--- src/tlbm_pkg.sv ---
// Constants, register map and carrier types for the TLB maintenance block.
// Assumes a single core clock domain shared with the pipeline and APB.
package tlbm_pkg;
  localparam int VPN_W  = 19;
  localparam int PFN_W  = 20;
  localparam int MSK_W  = 16;
  localparam int ADDRESS_SPACE_ID_W = 8;

  localparam logic [7:0] OFS_TAG  = 8'h00;
  localparam logic [7:0] OFS_EVEN = 8'h04;
  localparam logic [7:0] OFS_ODD  = 8'h08;
  localparam logic [7:0] OFS_MASK = 8'h0C;
  localparam logic [7:0] OFS_PTR  = 8'h10;
  localparam logic [7:0] OFS_RAND = 8'h14;
  localparam logic [7:0] OFS_CFG  = 8'h18;
  localparam logic [7:0] OFS_STAT = 8'h1C;

  localparam int TAG_VPN_LSB = 13;
  localparam int TAG_R_LSB   = 11;
  localparam int TAG_INV_BIT = 10;
  localparam int LO_PFN_LSB  = 6;
  localparam int LO_C_LSB    = 3;
  localparam int LO_D_BIT    = 2;
  localparam int LO_V_BIT    = 1;
  localparam int LO_G_BIT    = 0;
  localparam int PM_LSB      = 13;
  localparam int PTR_MISS    = 31;
  localparam int CFG_MT_LSB  = 0;
  localparam int CFG_IE_LSB  = 4;
  localparam int CFG_REL_LSB = 8;

  localparam logic [31:0] TAG_WMASK = 32'hFFFF_FCFF;
  localparam logic [31:0] LO_WMASK  = 32'h03FF_FFFF;
  localparam logic [31:0] PM_WMASK  = 32'h1FFF_E000;
  localparam logic [31:0] CFG_WMASK = 32'h0000_0737;
  localparam logic [31:0] CFG_RST   = 32'h0000_0201;
  localparam logic [31:0] REG_RST   = 32'h0000_0000;
  localparam logic [MSK_W-1:0] MIN_PAGE_MASK = 16'h0000;

  localparam logic [5:0] OPC_COP0 = 6'h10;
  localparam logic [5:0] FN_READ  = 6'h01;
  localparam logic [5:0] FN_WRI   = 6'h02;
  localparam logic [5:0] FN_WRR   = 6'h06;
  localparam logic [5:0] FN_PROBE = 6'h08;
  localparam logic [2:0] MT_BAT   = 3'h2;
  localparam logic [2:0] MT_FM    = 3'h3;
  localparam logic [2:0] REL_R3   = 3'h3;
  localparam logic [2:0] REL_R6   = 3'h6;

  typedef struct packed {
    logic              inv;
    logic [VPN_W-1:0]  vpn;
    logic [1:0]        r;
    logic [ADDRESS_SPACE_ID_W-1:0] address_space_id;
    logic [MSK_W-1:0]  msk;
    logic              g;
    logic [PFN_W-1:0]  pfn0;
    logic [2:0]        c0;
    logic              d0;
    logic              v0;
    logic [PFN_W-1:0]  pfn1;
    logic [2:0]        c1;
    logic              d1;
    logic              v1;
  } tlbm_entry_t;

  typedef struct packed {
    logic cpu;
    logic ri;
    logic mchk;
  } tlbm_exc_t;

  typedef struct packed {
    logic        psel;
    logic        penable;
    logic        pwrite;
    logic [7:0]  paddr;
    logic [31:0] pwdata;
  } tlbm_apb_req_t;
endpackage : tlbm_pkg

--- src/tlbm_top.sv ---
// TLB maintenance unit: probe, indexed read, indexed or random write.
// Assumes instructions arrive on the core clock, one per valid cycle,
// and that APB runs on the same clock.
// Behaviour
// - Probe loads the pointer with the index of the matching entry.
// - Probe miss sets pointer bit 31; lower bits unpredictable.
// - Release 2 reports multiple matches on writes only; 3 also probes.
// - Release 3 may detect multiple matches during a read.
// - Without coprocessor access enabled, raise coprocessor unusable.
// - Release 6 with block or fixed MMU type raises reserved instruction.
// - Decode major opcode 010000, bit 25 set, bits 24..6 zero.
// - Read copies the pointed entry into the four staging registers.
// - Reading an invalidated entry returns zeros, request bit, min mask.
// - Read may zero page and frame bits covered by the entry mask.
// - Read presents the single stored global bit in both page registers.
// - Normal indexed write stores staging registers at the pointer.
// - Multiple matches during a write raise machine check.
// - Write may zero page and frame bits covered by the page mask.
// - Write stores the AND of both staging global bits.
// - Invalidating write marks the entry invalid, never machine check.
// - Random write stores staging registers at the replacement pointer.
// - Release 6 hides the replacement pointer from software.
`timescale 1ns/1ps
module tlbm_top
  import tlbm_pkg::*;
#(
  parameter int   N_ENTRIES    = 16,
  parameter bit   DETECT_MULTI = 1'b1,
  parameter bit   ZERO_MASKED  = 1'b1
) (
  input  wire logic          i_clk_sys,
  input  wire logic          i_arst_n,
  input  wire tlbm_apb_req_t i_apb,
  output logic [31:0]        o_prdata,
  output logic               o_pready,
  output logic               o_pslverr,
  input  wire logic          i_instr_valid,
  input  wire logic [31:0]   i_instr,
  input  wire logic          i_cp0_en,
  output logic               o_instr_done,
  output tlbm_exc_t          o_exc
);
  localparam int IDX_W = (N_ENTRIES > 2) ? $clog2(N_ENTRIES) : 1;
  localparam tlbm_entry_t ENTRY_RST = '{inv: 1'b1, default: '0};

  tlbm_entry_t      tlb [N_ENTRIES];
  logic [31:0]      tag_r, lo0_r, lo1_r, pm_r, cfg_r, prdata_r;
  logic [IDX_W-1:0] idx_r, rnd_r, first_c, wr_idx;
  logic             miss_r, done_r;
  tlbm_exc_t        exc_r;
  logic [2:0]       mt, rel;
  logic [1:0]       ie;
  logic             dec, op_probe, op_read, op_wri, op_wrr;
  logic             exc_cpu, exc_ri, go, mc, wr_inv, wr_norm, multi;
  logic [N_ENTRIES-1:0] ph, wh, rh;
  logic [VPN_W-1:0] t_vpn;
  logic [1:0]       t_r;
  logic [ADDRESS_SPACE_ID_W-1:0] t_address_space_id;
  logic [MSK_W-1:0] p_msk, zmask;
  tlbm_entry_t      e, wr_e;
  logic [31:0]      rd_tag, rd_lo0, rd_lo1, rd_pm, rd_mux;
  logic             mapped, apb_wr;

  function automatic logic hit(tlbm_entry_t en,
                               logic [VPN_W-1:0] v,
                               logic [1:0] r,
                               logic [ADDRESS_SPACE_ID_W-1:0] a,
                               logic [MSK_W-1:0] m,
                               logic g);
    logic [VPN_W-1:0] keep;
    keep = ~{{(VPN_W-MSK_W){1'b0}}, en.msk | m};
    hit = !en.inv && ((en.vpn & keep) == (v & keep)) &&
          (en.r == r) && (en.g || g || (en.address_space_id == a));
  endfunction : hit

  assign mt     = cfg_r[CFG_MT_LSB +: 3];
  assign ie     = cfg_r[CFG_IE_LSB +: 2];
  assign rel    = cfg_r[CFG_REL_LSB +: 3];
  assign t_vpn  = tag_r[TAG_VPN_LSB +: VPN_W];
  assign t_r    = tag_r[TAG_R_LSB +: 2];
  assign t_address_space_id = tag_r[ADDRESS_SPACE_ID_W-1:0];
  assign p_msk  = pm_r[PM_LSB +: MSK_W];

  // Instruction decode and exception priority.
  assign dec = (i_instr[31:26] == OPC_COP0) && i_instr[25] &&
               (i_instr[24:6] == 19'h00000);
  assign op_probe = dec && (i_instr[5:0] == FN_PROBE);
  assign op_read  = dec && (i_instr[5:0] == FN_READ);
  assign op_wri   = dec && (i_instr[5:0] == FN_WRI);
  assign op_wrr   = dec && (i_instr[5:0] == FN_WRR);
  assign exc_cpu  = !i_cp0_en;
  assign exc_ri   = i_cp0_en && (rel >= REL_R6) &&
                    ((mt == MT_BAT) || (mt == MT_FM));
  assign go = i_instr_valid && (op_probe || op_read || op_wri || op_wrr)
              && !exc_cpu && !exc_ri;

  assign e       = tlb[idx_r];
  assign wr_inv  = op_wri && (ie != 2'h0) && tag_r[TAG_INV_BIT];
  assign wr_norm = (op_wri && !wr_inv) || op_wrr;
  assign wr_idx  = op_wrr ? rnd_r : idx_r;
  assign zmask   = ZERO_MASKED ? p_msk : MIN_PAGE_MASK;

  // Hit vectors for probe, write overlap and read overlap checks.
  always_comb begin
    ph      = '0;
    wh      = '0;
    rh      = '0;
    first_c = '0;
    for (int i = N_ENTRIES - 1; i >= 0; i--) begin
      ph[i] = hit(tlb[i], t_vpn, t_r, t_address_space_id, '0, 1'b0);
      wh[i] = (IDX_W'(i) != wr_idx) &&
              hit(tlb[i], t_vpn, t_r, t_address_space_id, p_msk,
                  lo0_r[LO_G_BIT] & lo1_r[LO_G_BIT]);
      rh[i] = (IDX_W'(i) != idx_r) && !e.inv &&
              hit(tlb[i], e.vpn, e.r, e.address_space_id, e.msk, e.g);
      if (ph[i]) begin
        first_c = IDX_W'(i);
      end
    end
  end

  assign multi = (ph & (ph - {{(N_ENTRIES-1){1'b0}}, 1'b1})) != '0;
  // Probe and read overlap detection is gated per release so that older software never
  // sees a machine check on a probe or read; write overlap detection is not.
  assign mc = DETECT_MULTI && (
                (wr_norm && (|wh)) ||
                ((rel >= REL_R3) && op_probe && multi) ||
                ((rel >= REL_R3) && op_read && (|rh)));

  // New entry from staging registers.
  always_comb begin
    wr_e      = '0;
    wr_e.vpn  = t_vpn & ~{{(VPN_W-MSK_W){1'b0}}, zmask};
    wr_e.r    = t_r;
    wr_e.address_space_id = t_address_space_id;
    wr_e.msk  = p_msk;
    wr_e.g    = lo0_r[LO_G_BIT] & lo1_r[LO_G_BIT];
    wr_e.pfn0 = lo0_r[LO_PFN_LSB +: PFN_W] &
                ~{{(PFN_W-MSK_W){1'b0}}, zmask};
    wr_e.pfn1 = lo1_r[LO_PFN_LSB +: PFN_W] &
                ~{{(PFN_W-MSK_W){1'b0}}, zmask};
    wr_e.c0   = lo0_r[LO_C_LSB +: 3];
    wr_e.d0   = lo0_r[LO_D_BIT];
    wr_e.v0   = lo0_r[LO_V_BIT];
    wr_e.c1   = lo1_r[LO_C_LSB +: 3];
    wr_e.d1   = lo1_r[LO_D_BIT];
    wr_e.v1   = lo1_r[LO_V_BIT];
  end

  // Staging values returned by a read.
  always_comb begin
    rd_tag = '0;
    rd_lo0 = '0;
    rd_lo1 = '0;
    rd_pm  = '0;
    if ((ie != 2'h0) && e.inv) begin
      rd_tag[TAG_INV_BIT]     = 1'b1;
      rd_pm[PM_LSB +: MSK_W]  = MIN_PAGE_MASK;
    end else begin
      rd_tag[TAG_VPN_LSB +: VPN_W] = e.vpn;
      rd_tag[TAG_R_LSB +: 2]       = e.r;
      rd_tag[ADDRESS_SPACE_ID_W-1:0]           = e.address_space_id;
      rd_pm[PM_LSB +: MSK_W]       = e.msk;
      rd_lo0[LO_PFN_LSB +: PFN_W]  = e.pfn0;
      rd_lo0[LO_C_LSB +: 3]        = e.c0;
      rd_lo0[LO_D_BIT]             = e.d0;
      rd_lo0[LO_V_BIT]             = e.v0;
      rd_lo0[LO_G_BIT]             = e.g;
      rd_lo1[LO_PFN_LSB +: PFN_W]  = e.pfn1;
      rd_lo1[LO_C_LSB +: 3]        = e.c1;
      rd_lo1[LO_D_BIT]             = e.d1;
      rd_lo1[LO_V_BIT]             = e.v1;
      rd_lo1[LO_G_BIT]             = e.g;
    end
  end

  // Entry array. Out-of-range indices are left alone to stay safe.
  always_ff @(posedge i_clk_sys or negedge i_arst_n) begin
    if (!i_arst_n) begin
      for (int i = 0; i < N_ENTRIES; i++) begin
        tlb[i] <= ENTRY_RST;
      end
    end else if (go && !mc) begin
      if (wr_inv) begin
        tlb[idx_r].inv <= 1'b1;
      end else if (wr_norm && (int'(wr_idx) < N_ENTRIES)) begin
        tlb[wr_idx] <= wr_e;
      end
    end
  end

  assign apb_wr = i_apb.psel && i_apb.penable && i_apb.pwrite;

  // Staging registers; a read instruction wins over a same-cycle APB write.
  always_ff @(posedge i_clk_sys or negedge i_arst_n) begin
    if (!i_arst_n) begin
      tag_r <= REG_RST;
      lo0_r <= REG_RST;
      lo1_r <= REG_RST;
      pm_r  <= REG_RST;
    end else if (go && !mc && op_read) begin
      tag_r <= rd_tag;
      lo0_r <= rd_lo0;
      lo1_r <= rd_lo1;
      pm_r  <= rd_pm;
    end else if (apb_wr) begin
      case (i_apb.paddr)
        OFS_TAG:  tag_r <= i_apb.pwdata & TAG_WMASK;
        OFS_EVEN: lo0_r <= i_apb.pwdata & LO_WMASK;
        OFS_ODD:  lo1_r <= i_apb.pwdata & LO_WMASK;
        OFS_MASK: pm_r  <= i_apb.pwdata & PM_WMASK;
        default: ;
      endcase
    end
  end

  // Entry pointer.
  always_ff @(posedge i_clk_sys or negedge i_arst_n) begin
    if (!i_arst_n) begin
      idx_r  <= '0;
      miss_r <= 1'b0;
    end else if (go && !mc && op_probe) begin
      miss_r <= !(|ph);
      idx_r  <= first_c;
    end else if (apb_wr && (i_apb.paddr == OFS_PTR)) begin
      miss_r <= i_apb.pwdata[PTR_MISS];
      idx_r  <= i_apb.pwdata[IDX_W-1:0];
    end
  end

  // Replacement pointer walks down through the array every cycle.
  always_ff @(posedge i_clk_sys or negedge i_arst_n) begin
    if (!i_arst_n) begin
      rnd_r <= '0;
    end else if (rnd_r == '0) begin
      rnd_r <= IDX_W'(N_ENTRIES - 1);
    end else begin
      rnd_r <= rnd_r - {{(IDX_W-1){1'b0}}, 1'b1};
    end
  end

  always_ff @(posedge i_clk_sys or negedge i_arst_n) begin
    if (!i_arst_n) begin
      cfg_r <= CFG_RST;
    end else if (apb_wr && (i_apb.paddr == OFS_CFG)) begin
      cfg_r <= i_apb.pwdata & CFG_WMASK;
    end
  end

  // Completion and exceptions are reported one cycle after issue.
  always_ff @(posedge i_clk_sys or negedge i_arst_n) begin
    if (!i_arst_n) begin
      done_r <= 1'b0;
      exc_r  <= '0;
    end else begin
      done_r <= i_instr_valid &&
                (op_probe || op_read || op_wri || op_wrr);
      if (i_instr_valid && (op_probe || op_read || op_wri || op_wrr)) begin
        exc_r.cpu  <= exc_cpu;
        exc_r.ri   <= exc_ri;
        exc_r.mchk <= go && mc;
      end else begin
        exc_r <= '0;
      end
    end
  end

  assign o_instr_done = done_r;
  assign o_exc        = exc_r;

  // APB slave: read data is captured in the setup cycle, zero wait state.
  always_comb begin
    mapped = 1'b1;
    case (i_apb.paddr)
      OFS_TAG:  rd_mux = tag_r;
      OFS_EVEN: rd_mux = lo0_r;
      OFS_ODD:  rd_mux = lo1_r;
      OFS_MASK: rd_mux = pm_r;
      OFS_PTR:  rd_mux = {miss_r, {(31-IDX_W){1'b0}}, idx_r};
      OFS_RAND: rd_mux = (rel >= REL_R6) ? 32'h0000_0000
                         : {{(32-IDX_W){1'b0}}, rnd_r};
      OFS_CFG:  rd_mux = cfg_r;
      OFS_STAT: rd_mux = {29'h0000_0000, exc_r};
      default: begin
        rd_mux = 32'h0000_0000;
        mapped = 1'b0;
      end
    endcase
  end

  always_ff @(posedge i_clk_sys or negedge i_arst_n) begin
    if (!i_arst_n) begin
      prdata_r <= REG_RST;
    end else if (i_apb.psel && !i_apb.penable && !i_apb.pwrite) begin
      prdata_r <= rd_mux;
    end
  end

  assign o_prdata  = prdata_r;
  assign o_pready  = 1'b1;
  assign o_pslverr = i_apb.psel && i_apb.penable && !mapped;
endmodule : tlbm_top

--- config.mk ---
export PLATFORM = sky130hd
export DESIGN_NAME = tlbm_top
export DESIGN_NICKNAME = d
export VERILOG_FILES = /design/src/tlbm_pkg.sv /design/src/tlbm_top.sv
export SDC_FILE = /design/constraint.sdc
export NUM_CORES = 2
export LEC_CHECK = 0
export BUFFER_PORTS_ARGS = -buffer_cell sky130_fd_sc_hd__buf_2
export CAP_MARGIN = 25
export CORE_MARGIN = 5
export CORE_UTILIZATION = 40
export CTS_CLUSTER_SIZE = 8
export DETAILED_ROUTE_END_ITERATION = 10
export SYNTH_ARGS = -nofsm -noshare
export SYNTH_HDL_FRONTEND = slang
export SYNTH_SLANG_ARGS = --single-unit
--- constraint.sdc ---
create_clock -name i_clk_sys -period 4.9 [get_ports i_clk_sys]
set_clock_uncertainty 0.05 [all_clocks]
set_input_delay 0 -clock i_clk_sys [delete_from_list [all_inputs] [get_ports i_clk_sys]]
set_output_delay 0 -clock i_clk_sys [all_outputs]
set_load 0.005 [all_outputs]
=== After elaboration in Yosys (flattened, before gate mapping) ===
Cells that the tools add are included.

* Add/subtract/negate cells: 2
* $lt $le $gt $ge: 6
* Equal/unequal tests: 156
* Multiplexer cells: 55
* Bitwise gates (word level): 185
* Reduce and logical (&&, ||, !) cells: 360

{| class="wikitable"
|+ Operators by type and width
! operator !! number
|-
| $bwmux W1552 || 2
|-
| $mux W1552 || 2
|-
| $and A19 B19 Y19 || 97
|-
| $not A16 Y19 || 49
|-
| $eq A19 B19 Y1 || 48
|-
| $demux W97 S4 || 2
|-
| $or A16 B16 Y16 || 32
|-
| $bmux W97 S4 || 1
|-
| $mux W97 || 4
|-
| $mux W32 || 12
|-
| $eq A8 B8 Y1 || 32
|-
| $pmux W32 S8 || 1
|-
| $logic_and A1 B1 Y1 || 225
|-
| $logic_or A1 B1 Y1 || 87
|-
| $mux W4 || 21
|-
| $eq A2 B2 Y1 || 32
|-
| $ne A4 B4 Y1 const A || 16
|-
| $mux W26 || 2
|-
| $reduce_or A16 Y1 || 3
|-
| $and A20 B20 Y20 || 2
|-
| $eq A8 B5 Y1 const B || 4
|-
| $ne A3 B4 Y1 const A || 8
|-
| $logic_not A1 Y1 || 25
|-
| $mux W21 || 1
|-
| other kinds (32) || 56
|}

* Flip-flop bits (word level): 1,733
* Output and inout bits: 38
* Word-level logic and storage cells: 1,001

=== Depth between registers and ports, before layout ===
* Word-level depth: 23
* Depth in mapped cells: 22
* Mapped depth without buffers: 12

=== Worst setup path before layout ===
Ideal clock, no wire load.

* Path kind: register -> register
* From: register idx_r[1]
* To: register tag_r[12]
* Setup time: 79 ps
* Data arrival time: 3,934 ps
* Slack: 836 ps
* Stages on the path, launching flop included: 20
* Buffers on the path: 9
* Clock period less this slack: 4,064 ps
* Cell sequence: dfrtp_1 -> buf_6 -> clkbuf_4 -> buf_6 -> buf_4 -> buf_2 -> mux4_2 -> a22oi_1 -> nand2_1 -> buf_2 -> o32ai_1 -> nor3_1 -> and4_1 -> a2111oi_2 -> nand4_1 -> a21oi_1 -> buf_6 -> buf_8 -> buf_8 -> mux2i_1

* Longest elaborated chain between the ends: 20

{| class="wikitable"
|+ RTL lines
! element !! line !! source
|-
| from (decl) || tlbm_top.sv:48 || <nowiki>logic [IDX_W-1:0] idx_r, rnd_r, first_c, wr_idx;</nowiki>
|-
| from (signal assigned) || tlbm_top.sv:224 || <nowiki>idx_r <= first_c;</nowiki>
|-
| from (signal assigned) || tlbm_top.sv:227 || <nowiki>idx_r <= i_apb.pwdata[IDX_W-1:0];</nowiki>
|-
| $not A4 Y5 (not written as such) || tlbm_top.sv:97 || <nowiki>assign e = tlb[idx_r];</nowiki>
|-
| $bmux W97 S4 || tlbm_top.sv:97 ||
|-
| $mux W97 (not written as such) (2 in a row) || tlbm_top.sv:97 ||
|-
| $or A16 B16 Y16 || tlbm_top.sv:71 || <nowiki>keep = ~{{(VPN_W-MSK_W){1'b0}}, en.msk | m};</nowiki>
|-
| $not A16 Y19 || tlbm_top.sv:71 ||
|-
| $and A19 B19 Y19 || tlbm_top.sv:72 || <nowiki>hit = !en.inv && ((en.vpn & keep) == (v & keep)) &&</nowiki>
|-
| $eq A19 B19 Y1 || tlbm_top.sv:72 ||
|-
| $logic_and A1 B1 Y1 (2 in a row) || tlbm_top.sv:72 ||
|-
| $logic_and A1 B1 Y1 || tlbm_top.sv:73 || <nowiki>(en.r == r) && (en.g || g || (en.address_space_id == a));</nowiki>
|-
| $logic_and A1 B1 Y1 || tlbm_top.sv:114 || <nowiki>rh[i] = (IDX_W'(i) != idx_r) && !e.inv &&</nowiki>
|-
| $reduce_or A16 Y1 || tlbm_top.sv:128 || <nowiki>((rel >= REL_R3) && op_read && (|rh)));</nowiki>
|-
| $logic_and A1 B1 Y1 || tlbm_top.sv:128 ||
|-
| $logic_or A1 B1 Y1 || tlbm_top.sv:127 || <nowiki>((rel >= REL_R3) && op_probe && multi) ||</nowiki>
|-
| $logic_not A1 Y1 || tlbm_top.sv:201 || <nowiki>end else if (go && !mc && op_read) begin</nowiki>
|-
| $logic_and A1 B1 Y1 (2 in a row) || tlbm_top.sv:201 ||
|-
| $reduce_bool A2 Y1 (no line) || n/a ||
|-
| $reduce_and A2 Y1 (no line) || n/a ||
|-
| to (signal assigned) || tlbm_top.sv:202 || <nowiki>tag_r <= rd_tag;</nowiki>
|-
| to (signal assigned) || tlbm_top.sv:208 || <nowiki>OFS_TAG: tag_r <= i_apb.pwdata & TAG_WMASK;</nowiki>
|-
| to (decl) || tlbm_top.sv:47 || <nowiki>logic [31:0] tag_r, lo0_r, lo1_r, pm_r, cfg_r, prdata_r;</nowiki>
|}

Parallel ways exist; a longest one is shown, timed or not. The select of a mux whose other input is x is not followed.
A chain may end at the register's enable or synchronous reset.

=== Worst setup path after layout ===
* From: register idx_r[3]
* To: register tag_r[3]

The elaborated chain is that of the path after synthesis.

==> impl_metrics.ini <==
[yosys]
ys_types = 97
syn_nets = 9036
synthCells = 8955
seq_area_frac_synth_pct = 43.8
synth_area_mm2 = 0.0975
ys_warn_count = 0
synth_ff_type = dfrtp_1
postSynth.asyncResetShare_pct = 100
post_synth_main_area_contributors = dfrtp_1, mux4_2, mux2_2
yosys.area.top_type = dfrtp_1
synth_edf_count = 0
syn_area_per_cell_um2 = 10.9
synth_seq_cells = 1703
synth_top_area_share_pct = 43.3

[finish]
drive_gt1_share_pct = 36.5
layout_common_cells = dfrtp_1, buf_4, nand2_1
nets = 10431
final_cells = 13635
syn_to_final_growth_pct = 28.6
layout_commonest_cell = dfrtp_1

[placement]
pre_cts_slack_ps = -1240
port_buffers = 115
place_inst = 13136
hpwl_mm = 389
place.gp.congestion = 1.10

[route]
dr.pass1.iters = 7
drcViolationCount = 0
routed_wl_mm = 515
via_count = 85272
route.met3.wl_mm = 44.9
dr_wl_met2_mm = 225
detail-route-antenna-nets = 0
viasPerCell = 6.25
highest_layer = met5
wl_met1_mm = 198
wire_per_inst_um = 37.8
dr.first_iter.drc_count = 10327

[global_route]
grt_usage_pct = 40.1
grt_pass1_wl_mm = 706
grt_antenna_before_repair = 27
grt-ovfl-total = 0
grt_max_degree = 184
grt_pass1_vias = 85368

[run_status]
outcome = finished, violations left
violations = setup timing

[clocking]
worstSkewPairLatency_ps = 930
cts_buffer_depth = 3
clock-sinks = 1703
htree_levels = 4
path_clk_slew_ps = 60
cts-root-buf = clkbuf_16
cts_made_buffers = 236
cts_tree = done

[sta]
drv_slew = 0
worst_pin_slew_ps = 1150
max_freq_mhz = 191
fin_ws_ps = -327
hold_viol = 0
max_slew_margin_pct = 22.4
rsz0062_at_grt = true
finalSetupViolCount = 125
timing.final.crit_share_pct = 107
final.min_clock_period_ps = 5230

[die]
dieWidth_um = 504
fp-row-count = 181
die_h_um = 504
core_mm2 = 0.243
die_area_mm2 = 0.254
num_io_pins = 117
start_util_pct = 40.1

[job]
maxCapViolCount = 0

[setup_path]
cp.required_ps = 5580
worstPathArrival_ps = 5910
crit_fanout = 13
critPathKind = reg2reg
end_kind = flop
start_kind = flop

[pwr]
cellLeakagePower_nw = 57.2
powerDensity_mw_per_mm2 = 256
max-vdd-ir-drop_mv = 0.366

[hold_path]
hold_class = in2reg
[registers in the layout, indices dropped and copies added (netlist names)]
register,cells
miss_r,1
lo1_r,26
pm_r,16
idx_r,4
lo0_r,26
o_exc,3
o_prdata,32
o_instr_done,1
tlb,1552
rnd_r,4
cfg_r,8
tag_r,30
[final cells by class]
cell class / instances / area (µm²)
tap: 3202 / 4010
antenna: 17 / 42.5
clock inverter: 21 / 447
fill: 21589 / 117000
inverter: 16 / 62.6
sequential: 1703 / 42700
multi-input combinational: 6320 / 52700
clock buffer: 283 / 6140
timing repair buffer: 2073 / 19200
[stage by stage]
| stage | setup TNS, ps | hold slack (ps) | power (mW) | cell area [µm²] | util, % |
|---|---|---|---|---|---|
| floorplan | 0 | -346 | 15.1 | 97500 | - |
| global placement | -1147840 | 49.4 | 16.7 | 114000 | 47.1 |
| detailed placement | -300880 | 52.4 | 16.7 | 114000 | 47.1 |
| CTS | -1100 | 2.87 | 32.1 | 125000 | 51.3 |
| global route | -26560 | 26.3 | 32.8 | 125000 | 51.6 |
| finish | -22170 | 29.0 | 32.0 | 125000 | 51.6 |
[critical path, stage by stage (launching register included)]
cell	delay (ps)
dfrtp_4	540
buf_12	160
buf_12	120
buf_16	150
buf_16	170
mux4_2	360
buf_4	170
xor2_1	140
o311ai_2	280
buf_4	170
o21ai_1	150
buf_4	240
or4_4	640
nor4_4	460
nor4_4	130
nand4_1	160
buf_4	150
a21oi_4	60
buf_12	150
clkbuf_16	200
clkbuf_16	200
mux2i_1	120
[report_power, final]
| group | leakage, nW | internal [mW] | switching, mW |
|---|---|---|---|
| Combinational | 30.3 | 0.889 | 1.72 |
| Clock | 3.19 | 8.69 | 6.60 |
| Sequential | 23.7 | 14.1 | 0.0351 |
[cell usage after synthesis, drive strengths merged, types with 11 or more instances]
library cell	count
nand4	76
and3	18
or3	56
o31ai	30
o311ai	22
a22oi	77
o211ai	22
o22ai	166
a41oi	15
a2111oi	29
a31oi	16
nor4	160
mux2	782
inv	16
dfstp	18
clkbuf	560
a22o	54
xnor2	790
nand2b	60
xor2	366
nor2	192
a21oi	86
nor2b	12
nor3	397
a221oi	27
o21ai	859
mux2i	304
dfrtp	1685
or4	12
or2	13
mux4	416
a41o	12
buf	356
nand3	54
nand2	1035
and4	11
a211oi	20
[logic make-up after synthesis]
family | after synthesis | synth area share [%]
AO/OA/AOI/OAI | 1528 | 9.62
XOR/XNOR | 1156 | 10.4
adder cells (fa/ha/maj) | 3 | 0.0359
buffers and inverters | 932 | 4.22
flip-flops | 1703 | 43.8
multiplexers | 1502 | 21.9
other | 1 | 0.00385
AND/OR/NAND/NOR | 2130 | 10.1
[repair_timing]
| item | CTS | global route |
|---|---|---|
| pin swaps | 70 | 37 |
| cloned | 14 | 4 |
| endpoints found under the hold margin | 747 | 0 |
| setup endpoints to repair | 1361 | 1311 |
| hold buffers | 63 | 0 |
| resized for setup | 335 | 102 |
| buffers inserted | 95 | 18 |
[per-layer routing]
metal,global-route usage [%],up-vias
li1,-,34971
met5,0,-
met1,51.0,44061
met3,8.78,1381
met4,29.1,6
met2,60.5,4853
[final timing paths]
| kind | from | endpoint | slack (ps) | depth (start not counted) |
|---|---|---|---|---|
| setup / recovery | idx_r[3] | tag_r[3] | -330 | 21 |
| hold / removal | i_apb[16] | lo0_r[16] | 30 | 4 |
| setup reg to reg | idx_r[3] | tag_r[3] | -330 | 21 |
| hold reg to reg | o_prdata[1] | o_prdata[1] | 420 | 1 |
| max in group asynchronous | i_arst_n | tlb[1389] | 3230 | 4 |
| min in group asynchronous | i_arst_n | tlb[1126] | 580 | 4 |
No activity file was read; power rests on OpenSTA's default activity.
